[config.mk]
export PLATFORM = sky130hd
export DESIGN_NAME = bpc_ctrl
export DESIGN_NICKNAME = d
export VERILOG_FILES = /design/src/bpc_pkg.sv /design/src/bpc_ctrl.sv
export VERILOG_INCLUDE_DIRS = /design/src
export SDC_FILE = /design/constraint.sdc
export NUM_CORES = 1
export LEC_CHECK = 0
export BUFFER_PORTS_ARGS = -buffer_cell sky130_fd_sc_hd__buf_2
export CAP_MARGIN = 10
export CORE_MARGIN = 1
export CORE_UTILIZATION = 40
export DETAILED_ROUTE_END_ITERATION = 12
export SYNTH_ARGS = -nofsm -noshare
export SYNTH_HDL_FRONTEND = slang
export SYNTH_SLANG_ARGS = --single-unit
[constraint.sdc]
create_clock -name CORE_CLK -period 3 [get_ports CORE_CLK]
set_clock_uncertainty 0.1 [all_clocks]
set_input_delay 0.45 -clock CORE_CLK [delete_from_list [all_inputs] [get_ports CORE_CLK]]
set_output_delay 0.45 -clock CORE_CLK [all_outputs]
set_load 0.005 [all_outputs]
[src/bpc_map.svh]
// constants for the battery protection state controller
// assumes a single 200 MHz core clock and comparator levels from the analog front end
`ifndef BPC_MAP_SVH
`define BPC_MAP_SVH

`define BPC_CLK_HZ                  200.0e6
`define BPC_OVERCHARGE_DELAY_S      1.2
`define BPC_OVERDISCHARGE_DELAY_S   0.150
`define BPC_DSG_OC_DELAY_S          0.009
`define BPC_CHG_OC_DELAY_S          0.009
`define BPC_LOAD_SHORT_DELAY_S      0.000300

`define BPC_TMR_W                   28
`define BPC_TMR_N                   5
`define BPC_TMR_OVCHG               0
`define BPC_TMR_OVDSG               1
`define BPC_TMR_DSG_OC              2
`define BPC_TMR_SHORT               3
`define BPC_TMR_CHG_OC              4

`define BPC_SHUTDOWN_OPT_RST        1'h1

`endif

[src/bpc_pkg.sv]
// types shared by the battery protection state controller
// no constants here; figures live in bpc_map.svh
package bpc_pkg;

  typedef enum logic [6:0] {
    ST_NORMAL = 7'h01,
    ST_OVCHG  = 7'h02,
    ST_OVDSG  = 7'h04,
    ST_SHDN   = 7'h08,
    ST_DSG_OC = 7'h10,
    ST_SHORT  = 7'h20,
    ST_CHG_OC = 7'h40
  } bpc_state_t;

  // comparator outputs, one bit each, high when the named condition is true
  typedef struct packed {
    logic cell_above_oc_det;   // cell above overcharge_detect_level
    logic cell_below_oc_rel;   // cell below overcharge_release_level
    logic cell_below_od_det;   // cell below overdischarge_detect_level
    logic cell_above_od_rel;   // cell at or above overdischarge_release_level
    logic sense_above_dsg_oc;  // load_sense_pin above discharge_overcurrent_level
    logic sense_above_short;   // load_sense_pin at or above load_short_level
    logic sense_below_chg_oc;  // load_sense_pin below charge_overcurrent_level
    logic sense_below_chgr;    // load_sense_pin below about -0.7 V
    logic sense_near_supply;   // supply minus load_sense_pin at or below about 1.3 V
  } bpc_cmp_t;

  typedef struct packed {
    logic chg_on;
    logic dsg_on;
    logic pullup_en;
    logic pulldn_en;
    logic shutdown;
  } bpc_sw_t;

endpackage

[src/bpc_ctrl.sv]
// protection state machine for a single-cell battery pack
// assumes comparator levels arrive asynchronously; clock and reset from on-chip sources
//
// Functional notes
// - Normal state: charge and discharge switches both on.
// - Cell above overcharge level for full delay: charge off, enter overcharge.
// - Overcharge: sense pull-up and pull-down both disconnected.
// - Overcharge ends when cell below release level and no charger present.
// - Overcharge also ends when load present, no charger present, and cell below detect level.
// - Charger and load both present after overcharge: charge switch stays off.
// - Cell below over-discharge level for full delay: discharge off, enter over-discharge.
// - Over-discharge: sense pull-up connected, pull-down disconnected.
// - Shutdown option: over-discharged with sense near supply enters shutdown.
// - Shutdown ends once charger attached and sense leaves supply by 1.3V.
// - Over-discharge with charger: release once cell reaches detect level.
// - Over-discharge without charger: release only at release level.
// - Discharge over-current for full delay: discharge off, enter that state.
// - Discharge over-current: pull-down connected, pull-up disconnected.
// - Discharge over-current ends when sense falls to its threshold or lower.
// - Sense at short level for full delay: discharge off, enter load short.
// - Load short: pull-down connected, pull-up disconnected.
// - Charge over-current for full delay: charge off, enter that state.
// - Charge over-current ends when sense rises back to its threshold.
// - Charge over-current detection is off during over-discharge.
// - Charge over-current: pull-up and pull-down both disconnected.
`timescale 1ns/1ps
`include "bpc_map.svh"

module bpc_ctrl
  import bpc_pkg::*;
#(
  parameter int unsigned OVERCHARGE_CYC    = $rtoi(`BPC_OVERCHARGE_DELAY_S * `BPC_CLK_HZ),
  parameter int unsigned OVERDISCHARGE_CYC = $rtoi(`BPC_OVERDISCHARGE_DELAY_S * `BPC_CLK_HZ),
  parameter int unsigned DSG_OC_CYC        = $rtoi(`BPC_DSG_OC_DELAY_S * `BPC_CLK_HZ),
  parameter int unsigned CHG_OC_CYC        = $rtoi(`BPC_CHG_OC_DELAY_S * `BPC_CLK_HZ),
  parameter int unsigned LOAD_SHORT_CYC    = $rtoi(`BPC_LOAD_SHORT_DELAY_S * `BPC_CLK_HZ),
  parameter logic        SHUTDOWN_OPT      = `BPC_SHUTDOWN_OPT_RST
) (
  // clock and reset
  input  wire logic       CORE_CLK,
  input  wire logic       RESET_N,
  // analog comparator levels, asynchronous
  input  wire bpc_cmp_t   CMP_RAW,
  // switch and resistor controls
  output bpc_sw_t         SW_CTRL,
  // present protection state
  output bpc_state_t      STATE
);

  localparam int TW = `BPC_TMR_W;
  localparam int TN = `BPC_TMR_N;

  // terminal values, one below the cycle count so a condition held n cycles fires
  localparam logic [TW-1:0] LAST [TN] = '{
    TW'(OVERCHARGE_CYC - 1),
    TW'(OVERDISCHARGE_CYC - 1),
    TW'(DSG_OC_CYC - 1),
    TW'(LOAD_SHORT_CYC - 1),
    TW'(CHG_OC_CYC - 1)
  };

  // saturating count while running, cleared otherwise
  function automatic logic [TW-1:0] tmr_next(input logic          run,
                                             input logic [TW-1:0] cnt,
                                             input logic [TW-1:0] last);
    logic [TW-1:0] nxt;
    nxt = '0;
    if (run) begin
      nxt = (cnt == last) ? cnt : cnt + TW'(1);
    end
    return nxt;
  endfunction

  // switch and resistor settings belonging to each state
  function automatic bpc_sw_t sw_of(input bpc_state_t st);
    bpc_sw_t s;
    s = '{chg_on: 1'b1, dsg_on: 1'b1, pullup_en: 1'b0, pulldn_en: 1'b0, shutdown: 1'b0};
    unique case (st)
      ST_NORMAL: begin
        s.chg_on = 1'b1;
        s.dsg_on = 1'b1;
      end
      ST_OVCHG: begin
        s.chg_on    = 1'b0;
        s.pullup_en = 1'b0;
        s.pulldn_en = 1'b0;
      end
      ST_OVDSG: begin
        s.dsg_on    = 1'b0;
        s.pullup_en = 1'b1;
      end
      ST_SHDN: begin
        // pull-up stays on: it is what holds the sense pin near supply
        s.dsg_on    = 1'b0;
        s.pullup_en = 1'b1;
        s.shutdown  = 1'b1;
      end
      ST_DSG_OC, ST_SHORT: begin
        s.dsg_on    = 1'b0;
        s.pulldn_en = 1'b1;
      end
      ST_CHG_OC: begin
        s.chg_on    = 1'b0;
        s.pullup_en = 1'b0;
        s.pulldn_en = 1'b0;
      end
      default: begin
        s.chg_on = 1'b0;
        s.dsg_on = 1'b0;
      end
    endcase
    return s;
  endfunction

  // two-stage synchroniser; first stage feeds only the second
  bpc_cmp_t cmp_meta_q;
  bpc_cmp_t cmp_q;

  always_ff @(posedge CORE_CLK or negedge RESET_N) begin
    if (!RESET_N) begin
      cmp_meta_q <= '0;
      cmp_q      <= '0;
    end else begin
      cmp_meta_q <= CMP_RAW;
      cmp_q      <= cmp_meta_q;
    end
  end

  bpc_state_t    state_q;
  bpc_state_t    state_d;
  logic [TW-1:0] cnt_q [TN];
  logic [TN-1:0] run;
  logic [TN-1:0] fire;
  logic          in_normal;
  logic          charger;
  logic          load;

  assign in_normal = (state_q == ST_NORMAL);
  assign charger   = cmp_q.sense_below_chgr;
  // with both resistors off, a load lifts the sense pin toward the pack
  assign load      = cmp_q.sense_above_dsg_oc;

  // timers run only from the normal state, except over-discharge, which also runs from charge over-current
  always_comb begin
    run = '0;
    run[`BPC_TMR_OVCHG]  = in_normal && cmp_q.cell_above_oc_det;
    run[`BPC_TMR_OVDSG]  = (in_normal || state_q == ST_CHG_OC)
                           && cmp_q.cell_below_od_det;
    run[`BPC_TMR_DSG_OC] = in_normal && cmp_q.sense_above_dsg_oc;
    run[`BPC_TMR_SHORT]  = in_normal && cmp_q.sense_above_short;
    // never runs in over-discharge since it needs the normal state
    run[`BPC_TMR_CHG_OC] = in_normal && cmp_q.sense_below_chg_oc;
  end

  always_comb begin
    for (int i = 0; i < TN; i++) begin
      fire[i] = run[i] && (cnt_q[i] == LAST[i]);
    end
  end

  always_ff @(posedge CORE_CLK or negedge RESET_N) begin
    if (!RESET_N) begin
      for (int i = 0; i < TN; i++) begin
        cnt_q[i] <= '0;
      end
    end else begin
      for (int i = 0; i < TN; i++) begin
        cnt_q[i] <= tmr_next(run[i], cnt_q[i], LAST[i]);
      end
    end
  end

  // next state; short circuit outranks slower faults when several fire at once
  always_comb begin
    state_d = state_q;
    unique case (state_q)
      ST_NORMAL: begin
        if (fire[`BPC_TMR_SHORT]) begin
          state_d = ST_SHORT;
        end else if (fire[`BPC_TMR_DSG_OC]) begin
          state_d = ST_DSG_OC;
        end else if (fire[`BPC_TMR_OVDSG]) begin
          state_d = ST_OVDSG;
        end else if (fire[`BPC_TMR_OVCHG]) begin
          state_d = ST_OVCHG;
        end else if (fire[`BPC_TMR_CHG_OC]) begin
          state_d = ST_CHG_OC;
        end
      end
      ST_OVCHG: begin
        // both paths need the charger gone, so charger plus load holds here
        if (cmp_q.cell_below_oc_rel && !charger) begin
          state_d = ST_NORMAL;
        end else if (load && !charger && !cmp_q.cell_above_oc_det) begin
          state_d = ST_NORMAL;
        end
      end
      ST_OVDSG: begin
        if (charger && !cmp_q.cell_below_od_det) begin
          state_d = ST_NORMAL;
        end else if (!charger && cmp_q.cell_above_od_rel) begin
          state_d = ST_NORMAL;
        end else if (SHUTDOWN_OPT && cmp_q.sense_near_supply && !charger) begin
          state_d = ST_SHDN;
        end
      end
      ST_SHDN: begin
        if (charger && !cmp_q.sense_near_supply) begin
          state_d = ST_OVDSG;
        end
      end
      ST_DSG_OC, ST_SHORT: begin
        // short also clears once the pin drops back toward ground
        if (!cmp_q.sense_above_dsg_oc) begin
          state_d = ST_NORMAL;
        end
      end
      ST_CHG_OC: begin
        if (fire[`BPC_TMR_OVDSG]) begin
          state_d = ST_OVDSG;
        end else if (!cmp_q.sense_below_chg_oc) begin
          state_d = ST_NORMAL;
        end
      end
      default: begin
        state_d = ST_NORMAL;
      end
    endcase
  end

  always_ff @(posedge CORE_CLK or negedge RESET_N) begin
    if (!RESET_N) begin
      state_q <= ST_NORMAL;
    end else begin
      state_q <= state_d;
    end
  end

  // outputs register the next state so they stand aligned with state_q
  bpc_sw_t sw_q;

  always_ff @(posedge CORE_CLK or negedge RESET_N) begin
    if (!RESET_N) begin
      sw_q <= '{chg_on: 1'b1, dsg_on: 1'b1, pullup_en: 1'b0, pulldn_en: 1'b0, shutdown: 1'b0};
    end else begin
      sw_q <= sw_of(state_d);
    end
  end

  assign SW_CTRL = sw_q;
  assign STATE   = state_q;
endmodule // bpc_ctrl

==> impl_results.md, run 1 <==
- Chip height: 147 um
- Clock share of power: 48.1%
- Power density relative to cell area: a little over 500 nW/um^2
- Peak clock frequency supported by timing: approximately 0.39 GHz
- Top-level I/O count: 23
- Insertion delay of the later-clocked pin in the worst-skew pair: 430 ps
- Buffers from clock root to sink, at most: 2
- Type of the tightest min-delay check: primary input to flip-flop
- Type of the worst setup path: flip-flop to flip-flop
- Layout cells sized above 1: 8.85%
- Transition at the pin with the smallest max-transition slack: 681 ps
- Max H-tree Level: 4
- FF+latch count, synth: 170
- TNS Setup: 0 ps
- First drt pass iteration count: 5
- Async SR Flop Fraction: 100%
- Avg WL per Cell: around 15 um
- Via density per instance: 5.29
- Worst EP arrival: 2770 ps
- Data required time at the worst endpoint: 3230 ps
- Number of DRC markers after the initial detailed-route iteration: 386
- Post-synthesis average cell area: just under 10 um^2
- Buffer and inverter count on the worst path: 1
- Maximum resistive drop on vdd: 0.000354 V
- Top fanout value on the critical path: 9
- Count of pins over their slew limit: 0
- Worst reg2reg path depth: 8
- Critical Path, Cell by Cell: inv_1 -> ha_1 -> nor4bb_1 -> nand4_1 -> or4_1 -> o22a_1 -> nand3_1 -> nand4_1
- Sequential cell area fraction in the yosys report: approximately 50%
- Slowest cell on the critical path: sky130_fd_sc_hd__or4_1
- Via count of the first global-routing pass: 6040
- Final-report hold violation count: 0
- MaxCap Viol Count: 0
- Number of endpoints failing setup at the final stage: 0
- Netlist area before placement: 8430 um^2
- Clock transition at the registers of the reported paths: 60 ps
- DR DRC count: 0
- Peak per-stage delay on the critical path: 740 ps
- Area of the die: 21700 um^2
- Antenna diode count: 0
- Initial standard-cell utilization of the core: ~41%
- Post-route antenna net violation count: 0
- Inserted Clock Buffers: 17
- Clock root cell: sky130_fd_sc_hd__clkbuf_16
- Sequential Power Share: between 40% and 50%
- Startpoint of the most critical hold path: CMP_RAW[0]
- Net count after synthesis: 891
- Normalized max-slew margin: 54.6%
- Tcrit/Tclk final: 84.6%
- Chip Width: 147 um
- Routed wire length: 17500 um
- Worst setup EP type: flip-flop
- Total via count in the routed design: approximately 6300
- Most frequent CP cell: sky130_fd_sc_hd__nand4_1
- Critical R2R Capture: SW_CTRL[3]
- Number of flops mapped to enable cells by yosys: 0
- Most common cell after layout, fill and taps aside: sky130_fd_sc_hd__dfrtp_1
- Min cycle time layout: 2540 ps
- Static leakage: a little over 4 nW
- Number of nets in the final layout: a little over 900
- NetSw: 1.03 mW
- Pin count of the biggest net entering global routing: 72
- Number of cells on the worst hold path: 1
- Terminating pin of the worst hold path: cmp_meta_q[0]
- CORE AREA: 20400 um^2
- Synthesis warning total: 0
- Dominant synthesized flop cell: sky130_fd_sc_hd__dfrtp_1
- Initial antenna violation count: 0
- Final standard cell area without fillers: 9520 um^2
- Total GRT Usage: 17.3%
- IO buf count: 22
- Placed cell area: approximately 9000 um^2
- Setup repair after global routing missed its margin: no
- Wire length of the first global-routing pass: 30200 um
- Number of instances in the synthesized netlist: between 800 and 900
- Leading cell types in the layout, fill and taps excluded: 167 x sky130_fd_sc_hd__dfrtp_1, 149 x sky130_fd_sc_hd__nor2_1, 66 x sky130_fd_sc_hd__nand2_1, 62 x sky130_fd_sc_hd__xor2_1, 53 x sky130_fd_sc_hd__nand3_1
- Flop-to-flop setup slack: 460 ps
- Outcome: completed
- Cell-internal power: 3.78 mW
- Library cells used by synthesis: 62
- Cell family with most CP delay: simple AND/OR/NAND/NOR gates
- Number of clock sinks: 170
- Routability Congestion: 0.779
- RR Startpoint: cnt_q[56]
- Total congestion overflow: 0
- Setup fix buffers added after clock tree synthesis: 0
- Area added between synthesis and finish: 12.9%
- Row count: 52
- Clock tree from TritonCTS: yes
- Share of total power consumed by net switching: 21.4%
- Comb power frac: 3.0%
- Worst setup SP type: flip-flop
- Detailed placement HPWL: 11900 um
## per-layer routing
layer / routed length, um / global-route usage, % / up-vias / share of wire, %
li1: - / - / 3111 / -
met1: 8920 / 25.4 / 3067 / 51
met2: 7950 / 25.7 / 79 / 45
met3: 407 / 2.89 / 16 / 2.3
met4: 205 / 5.82 / 0 / 1.2
met5: 0 / 0 / - / 0
## cell usage after synthesis (all sizes together), types with 2 or more instances
cell | n | area, um^2
inv | 16 | 60.1
xor2 | 62 | 543
nor3 | 20 | 105
or4 | 9 | 71.3
nand4b | 3 | 26.3
buf | 9 | 63.8
nand2b | 5 | 31.3
nor4b | 8 | 70.1
nor4bb | 5 | 50.1
and3 | 30 | 190
ha | 8 | 100
o211ai | 2 | 15.0
nor3b | 5 | 37.5
and4 | 10 | 87.6
or2 | 4 | 25.0
o21ai | 26 | 134
o31ai | 2 | 15.0
and2 | 8 | 50.1
or3 | 21 | 131
nand3 | 54 | 275
or4b | 3 | 30.0
dfstp | 3 | 78.8
a32oi | 2 | 17.5
nand2 | 66 | 248
a21oi | 28 | 140
nand3b | 4 | 30.0
dfrtp | 167 | 4180
clkbuf | 15 | 56.3
xnor2 | 49 | 429
nor2 | 149 | 559
nand4 | 34 | 213
nor4 | 21 | 159
a211oi | 4 | 30.0
a31o | 2 | 17.5
mux2i | 3 | 30.0
nor2b | 3 | 18.8
## worst max-delay path by stage
stage                          start    endpoint  depth (start not counted)
after CTS                  cnt_q[56]  SW_CTRL[3]                          8
after global routing      cnt_q[128]  cnt_q[123]                          6
after floorplan            cnt_q[56]  SW_CTRL[2]                          8
after global placement     cnt_q[56]  SW_CTRL[3]                          8
after detailed placement   cnt_q[56]  SW_CTRL[2]                          8
final                      cnt_q[56]  SW_CTRL[3]                          8
## final cells by class
cell class,count,area (um^2)
flip-flops and latches,170,4260
fillers,1959,10900
inverters,16,60.1
well taps,270,338
clock buffers,21,450
clock inverters,11,169
multi-input cells,662,4000
repair buffers,35,241
## sequential cells by signal, indices dropped and copies added, names as in the netlist
name        flops
charger         1
cmp_q           7
cnt_q         140
load            1
SW_CTRL         5
cmp_meta_q      9
STATE           7
## kinds of logic (layout without fill, tap and decap cells)
group / after synthesis / in the layout / synth area share [%]
DFF: 170 / 170 / 50.5
buffers and inverters: 40 / 83 / 2.14
muxes: 3 / 3 / 0.356
and+or+nand+nor: 465 / 465 / 29.0
AOI/OAI and AO/OA: 75 / 75 / 5.33
xor gates and xnor gates: 111 / 111 / 11.5
adders and majority gates: 8 / 8 / 1.19
## stage by stage
stage	hold slack [ps]	power [mW]	utilization [%]	setup slack, ps	instances
floorplan	54.4	2.45	-	744	872
global placement	233	2.54	43.5	602	1152
detailed placement	235	2.54	43.5	498	1152
CTS	9.09	4.89	46.6	479	1185
global route	5.54	5.00	46.6	345	1185
finish	26.3	4.81	46.6	462	1185
## power by group through the flow
stage                     sequential (mW)  clock [mW]  combinational [mW]
after floorplan                      2.38           0              0.0668
after global placement               2.39           0               0.149
after detailed placement             2.39           0               0.150
after CTS                            2.35        2.39               0.153
after global routing                 2.35        2.47               0.171
final                                2.35        2.32               0.146
## timing repair
| item | 4_1_cts | 5_1_grt |
|---|---|---|
| endpoints found under the setup margin | 0 | 0 |
| resized for setup | 0 | 0 |
| endpoints found under the hold margin | 67 | 0 |
| hold buffers | 1 | 0 |
Power figures use the tool's default switching activity.
==> run 2: changes to the inputs <==
==> constraint.sdc (replaced) <==
create_clock -name CORE_CLK -period 2.4 [get_ports CORE_CLK]
set_clock_uncertainty 0.1 [all_clocks]
set_input_delay 0.36 -clock CORE_CLK [delete_from_list [all_inputs] [get_ports CORE_CLK]]
set_output_delay 0.36 -clock CORE_CLK [all_outputs]
set_load 0.005 [all_outputs]
==> impl_results.md, run 2 (synthesis results as in run 1) <==
- Antenna diode count: 0
- Worst setup SP type: flip-flop
- Top-level I/O count: 23
- Startpoint of the most critical hold path: cmp_meta_q[4]
- DR DRC count: 0
- Clock tree from TritonCTS: yes
- Total congestion overflow: 0
- Normalized max-slew margin: 65.1%
- Static leakage: 4.29 nW
- Power density relative to cell area: 625 nW/um^2
- Buffers from clock root to sink, at most: 2
- Worst setup EP type: flip-flop
- Row count: 52
- Insertion delay of the later-clocked pin in the worst-skew pair: 430 ps
- Number of endpoints failing setup at the final stage: 0
- Type of the tightest min-delay check: flip-flop to flip-flop
- Max H-tree Level: 4
- Clock share of power: 49.6%
- Wire length of the first global-routing pass: 30500 um
- Initial antenna violation count: 0
- Count of pins over their slew limit: 0
- Routed wire length: 17800 um
- Number of cells on the worst hold path: 0
- Via count of the first global-routing pass: 6239
- Final-report hold violation count: 0
- Critical R2R Capture: SW_CTRL[2]
- Total GRT Usage: 17.5%
- IO buf count: 22
- Sequential Power Share: 47.0%
- RR Startpoint: cnt_q[62]
- Slack of the critical path: 106 ps
- Top fanout value on the critical path: 6
- Layout filler cell count: approximately 2000
- NetSw: 1.28 mW
- Clock transition at the registers of the reported paths: 60 ps
- Total area of multi-input combinational cells: between 4000 and 5000 um^2
- Largest registers: cnt_q x140, cmp_meta_q x9
- Min Hold Slack: ~250 ps
- Initial standard-cell utilization of the core: about two fifths
- Inserted Clock Buffers: 17
- MaxCap Viol Count: 0
- Area of the die: 21700 um^2
- Type of the worst setup path: flip-flop to flip-flop
- Register containing the most flip-flops in the final layout: cnt_q
- Post-route core utilization: about half
- Outcome: completed
- Reg area: 4260 um^2
- Number of clock sinks: 170
- Flip-flop count of the largest register, all copies and words added: 140
- Maximum resistive drop on vdd: between 0.0003 and 0.0004 V
- Worst reg2reg path depth: 5
- Tcrit/Tclk final: 95.6%
- Most common cell after layout, fill and taps aside: sky130_fd_sc_hd__dfrtp_1
- Number of cells in the finished layout apart from fillers: about 1200
- Cell-internal power: 4.95 mW
- Detailed placement HPWL: 12300 um
- Total via count in the routed design: 6422
- Chip Width: ~150 um
- Data required time at the worst endpoint: around 2600 ps
- Post-route antenna net violation count: 0
- Peak clock frequency supported by timing: 0.436 GHz
- Pre-CTS setup slack: -26.8 ps
- Final standard cell area without fillers: 9980 um^2
- # placed instances: 1190
- Min cycle time layout: 2290 ps
- Number of DRC markers after the initial detailed-route iteration: roughly 440
- Routability Congestion: 0.782
- Final total power: 6.24 mW
- Share of total power consumed by net switching: 20.6%
- Worst EP arrival: 2490 ps
- Placed cell area: approximately 9200 um^2
- Chip height: 147 um
- Clock root cell: sky130_fd_sc_hd__clkbuf_16
- Transition at the pin with the smallest max-transition slack: between 500 and 600 ps
- Avg WL per Cell: 14.4 um
- Layout cells sized above 1: 13.0%
- Flop-to-flop setup slack: 110 ps
- First drt pass iteration count: 4
- Terminating pin of the worst hold path: load
- CORE AREA: 20400 um^2
- TNS Setup: 0 ps
- Area added between synthesis and finish: 18.4%
- Pin count of the biggest net entering global routing: 49
- Number of nets in the final layout: 970
- Via density per instance: roughly 5.2
- Leading cell types in the layout, fill and taps excluded: 167 x sky130_fd_sc_hd__dfrtp_1, 149 x sky130_fd_sc_hd__nor2_1, 66 x sky130_fd_sc_hd__nand2_1, 62 x sky130_fd_sc_hd__xor2_1, 53 x sky130_fd_sc_hd__nand3_1
- Comb power frac: 3.4%
==> run 2: cell count changes in the layout (fill, tap and decap cells not counted), sizes merged <==
| cell | previous run | this run |
|---|---|---|
| clkinv | 5 | 4 |
| buf | 34 | 74 |
| clkbuf | 21 | 20 |
| dlygate4sd3 | 1 | 10 |
| inv | 17 | 16 |
| bufinv | 4 | 6 |
==> run 2: metal layers <==
layer  GRT usage [%]  vias to the layer above  wire (um)
li1                -                     3214          -
met1            25.1                     3118       9150
met2            26.7                       77       8000
met3            3.82                       13        513
met4            4.38                        0        146
met5               0                        -          0
==> run 2: worst max-delay path, cell delays in order (launching register included) <==
cell                      delay [ps]
sky130_fd_sc_hd__dfrtp_1         430
sky130_fd_sc_hd__or4b_1          620
sky130_fd_sc_hd__nor4_4          340
sky130_fd_sc_hd__a21oi_1         100
sky130_fd_sc_hd__o211a_1         220
sky130_fd_sc_hd__or3_1           360
==> run 2: area by class of cell <==
class / instances / area share (%)
clock buffer: 20 / 4.48
clock inverter: 11 / 2.19
inverter: 16 / 0.602
multi-input combinational: 662 / 40.4
sequential: 170 / 42.7
tap: 270 / 3.38
timing repair buffer: 84 / 6.33
==> run 2: power by group through the flow <==
stage          logic (mW)  registers [mW]  clock network, mW
2_1_floorplan      0.0834            2.98                  0
3_3_place_gp        0.202            2.98                  0
3_5_place_dp        0.206            2.99                  0
4_1_cts             0.219            2.93               3.17
5_1_grt             0.246            2.94               3.28
6_report            0.212            2.93               3.09
==> run 2: worst max path at each step <==
stage | slack [ps] | from | end | cells past startpoint
final | 110 | cnt_q[62] | SW_CTRL[2] | 5
after global routing | -70 | cnt_q[122] | cnt_q[120] | 7
after CTS | 10 | cnt_q[28] | SW_CTRL[2] | 8
after detailed placement | -30 | cnt_q[56] | cnt_q[57] | 7
after global placement | 70 | cnt_q[56] | SW_CTRL[3] | 8
after floorplan | 140 | cnt_q[56] | SW_CTRL[2] | 8
==> run 2: repair_timing <==
action,in CTS,in global routing
gates resized for setup,1,5
endpoints found under the hold margin,52,0
pin swaps,0,3
setup endpoints to repair,5,13
hold buffers,10,0
buffers inserted,0,2
==> run 3: changes to the inputs <==
--- a/config.mk
+++ b/config.mk
@@ -8,9 +8,12 @@
 export LEC_CHECK = 0
 export BUFFER_PORTS_ARGS = -buffer_cell sky130_fd_sc_hd__buf_2
 export CAP_MARGIN = 10
+export CELL_PAD_IN_SITES_DETAIL_PLACEMENT = 0
+export CELL_PAD_IN_SITES_GLOBAL_PLACEMENT = 1
 export CORE_MARGIN = 1
 export CORE_UTILIZATION = 40
 export DETAILED_ROUTE_END_ITERATION = 12
+export PLACE_DENSITY_LB_ADDON = 0.1
 export SYNTH_ARGS = -nofsm -noshare
 export SYNTH_HDL_FRONTEND = slang
 export SYNTH_SLANG_ARGS = --single-unit
==> impl_results.md, run 3 (synthesis results as in run 1) <==
- CORE AREA: roughly 20000 um^2
- Startpoint of the most critical hold path: cmp_meta_q[8]
- Worst reg2reg path depth: 5
- Tcrit/Tclk final: 94.8%
- Pin count of the biggest net entering global routing: 58
- Final standard cell area without fillers: 9930 um^2
- Number of cells on the worst hold path: 0
- Routed wire length: 18600 um
- Flop-to-flop setup slack: 130 ps
- Antenna diode count: 0
- Chip Width: roughly 150 um
- Clock root cell: sky130_fd_sc_hd__clkbuf_16
- Placed cell area: 9140 um^2
- Power density relative to cell area: 613 nW/um^2
- RR Startpoint: cnt_q[62]
- Area added between synthesis and finish: 17.8%
- Clock tree from TritonCTS: yes
- Chip height: roughly 150 um
- Terminating pin of the worst hold path: cmp_q[8]
- Avg WL per Cell: 15.1 um
- Leading cell types in the layout, fill and taps excluded: 167 x sky130_fd_sc_hd__dfrtp_1, 149 x sky130_fd_sc_hd__nor2_1, 66 x sky130_fd_sc_hd__nand2_1, 62 x sky130_fd_sc_hd__xor2_1, 53 x sky130_fd_sc_hd__nand3_1
- Critical R2R Capture: SW_CTRL[2]
- Top fanout value on the critical path: 6
- Area of the die: 21700 um^2
- Final-report hold violation count: 0
- Register containing the most flip-flops in the final layout: cnt_q
- Via density per instance: 5.29
- Outcome: completed
- Min cycle time layout: 2270 ps
- Most common cell after layout, fill and taps aside: sky130_fd_sc_hd__dfrtp_1
- Min Hold Slack: 249 ps
- Cell-internal power: 4.77 mW
- Inserted Clock Buffers: 17
- Normalized max-slew margin: between 60% and 70%
- Sequential Power Share: 48.2%
- Worst setup EP type: flip-flop
- Total GRT Usage: between 15 and 20%
- Worst setup SP type: flip-flop
- Type of the worst setup path: flip-flop to flip-flop
- Count of pins over their slew limit: 0
- NetSw: 1.31 mW
- Initial standard-cell utilization of the core: 41.3%
- Data required time at the worst endpoint: 2600 ps
- Row count: between 50 and 60
- Insertion delay of the later-clocked pin in the worst-skew pair: 430 ps
- Number of DRC markers after the initial detailed-route iteration: 315
- Type of the tightest min-delay check: flip-flop to flip-flop
- Share of total power consumed by net switching: a little over a fifth
- Layout cells sized above 1: 13.2%
- Total congestion overflow: 0
- Number of clock sinks: 170
- Initial antenna violation count: 0
- MaxCap Viol Count: 0
- Maximum resistive drop on vdd: 0.000400 V
- Routability Congestion: 0.815
- Transition at the pin with the smallest max-transition slack: 499 ps
- Buffers from clock root to sink, at most: 2
- Total via count in the routed design: 6498
- Via count of the first global-routing pass: 6669
- Largest registers: cnt_q x140, cmp_meta_q x9
- Flip-flop count of the largest register, all copies and words added: between 100 and 150
- Peak clock frequency supported by timing: 0.440 GHz
- Worst EP arrival: 2480 ps
- Clock share of power: between 40 and 50%
- DR DRC count: 0
- Setup repair after global routing missed its margin: no
- Static leakage: 4.27 nW
- Top-level I/O count: 23
- Wire length of the first global-routing pass: approximately 32000 um
- Detailed placement HPWL: 13100 um
- IO buf count: 22
- Number of nets in the final layout: 964
- Comb power frac: under 10%
- Clock transition at the registers of the reported paths: 60 ps
- Post-route antenna net violation count: 0
- Max H-tree Level: 4
- Number of endpoints failing setup at the final stage: 0
- First drt pass iteration count: 4
run 3: cell count changes in the layout (fill, tap and decap cells not counted), sizes merged:
cell,previous run,this run
buf,74,68
bufinv,6,4
clkbuf,20,21
clkinvlp,1,2
inv,16,17
run 3: cell type report:
cell class	count	area, um^2
clock buffers	21	460
clock inverters	11	168
fillers	1927	10500
inverters	16	60.1
multi-input cells	662	4060
flip-flops and latches	170	4260
well taps	270	338
repair buffers	78	587
run 3: worst max-delay path: stages (launching register included):
cell and delay, ps:
sky130_fd_sc_hd__dfrtp_1 430, sky130_fd_sc_hd__or4b_1 610, sky130_fd_sc_hd__nor4_4 340, sky130_fd_sc_hd__a21oi_1 100
sky130_fd_sc_hd__o211a_1 220, sky130_fd_sc_hd__or3_1 360
run 3: worst max path at each step:
stage / start / to / slack (ps) / cells after the start
after floorplan: cnt_q[56] / SW_CTRL[2] / 140 / 8
after global placement: cnt_q[56] / cnt_q[61] / 30 / 8
after detailed placement: cnt_q[56] / SW_CTRL[3] / -80 / 8
after CTS: cnt_q[56] / SW_CTRL[3] / 10 / 8
after global routing: cnt_q[29] / cnt_q[52] / 10 / 7
final: cnt_q[62] / SW_CTRL[2] / 130 / 5
run 3: routing by layer:
layer	vias up	track usage [%]	routed length (um)
li1	3197	-	-
met1	3196	24.0	9010
met2	77	30.6	8820
met3	28	3.85	457
met4	0	6.49	307
met5	-	0	0
run 3: stage by stage:
step / utilization [%] / std cells / total power [mW] / setup WS [ps] / TNS, ps
CTS: 48.3 / 1227 / 6.16 / 11.5 / 0
floorplan: - / 872 / 3.06 / 144 / 0
detailed placement: 44.7 / 1185 / 3.19 / -83.3 / -472
global route: 48.6 / 1228 / 6.33 / 11.8 / 0
global placement: 44.7 / 1185 / 3.18 / 34.2 / 0
finish: 48.6 / 1228 / 6.09 / 126 / 0
run 3: repair_timing:
item,4_1_cts,5_1_grt
cloned,0,0
endpoints found under the setup margin,10,27
pin swaps,2,7
hold endpoints to repair,54,0
setup buffers,0,1
resized for setup,1,12
hold buffers,10,0
run 3: power groups by stage:
stage,Clock (mW),Combinational [mW],Sequential [mW]
finish,2.94,0.209,2.94
detailed placement,0,0.202,2.99
CTS,3.01,0.216,2.93
global route,3.15,0.242,2.94
global placement,0,0.196,2.99
floorplan,0,0.0834,2.98
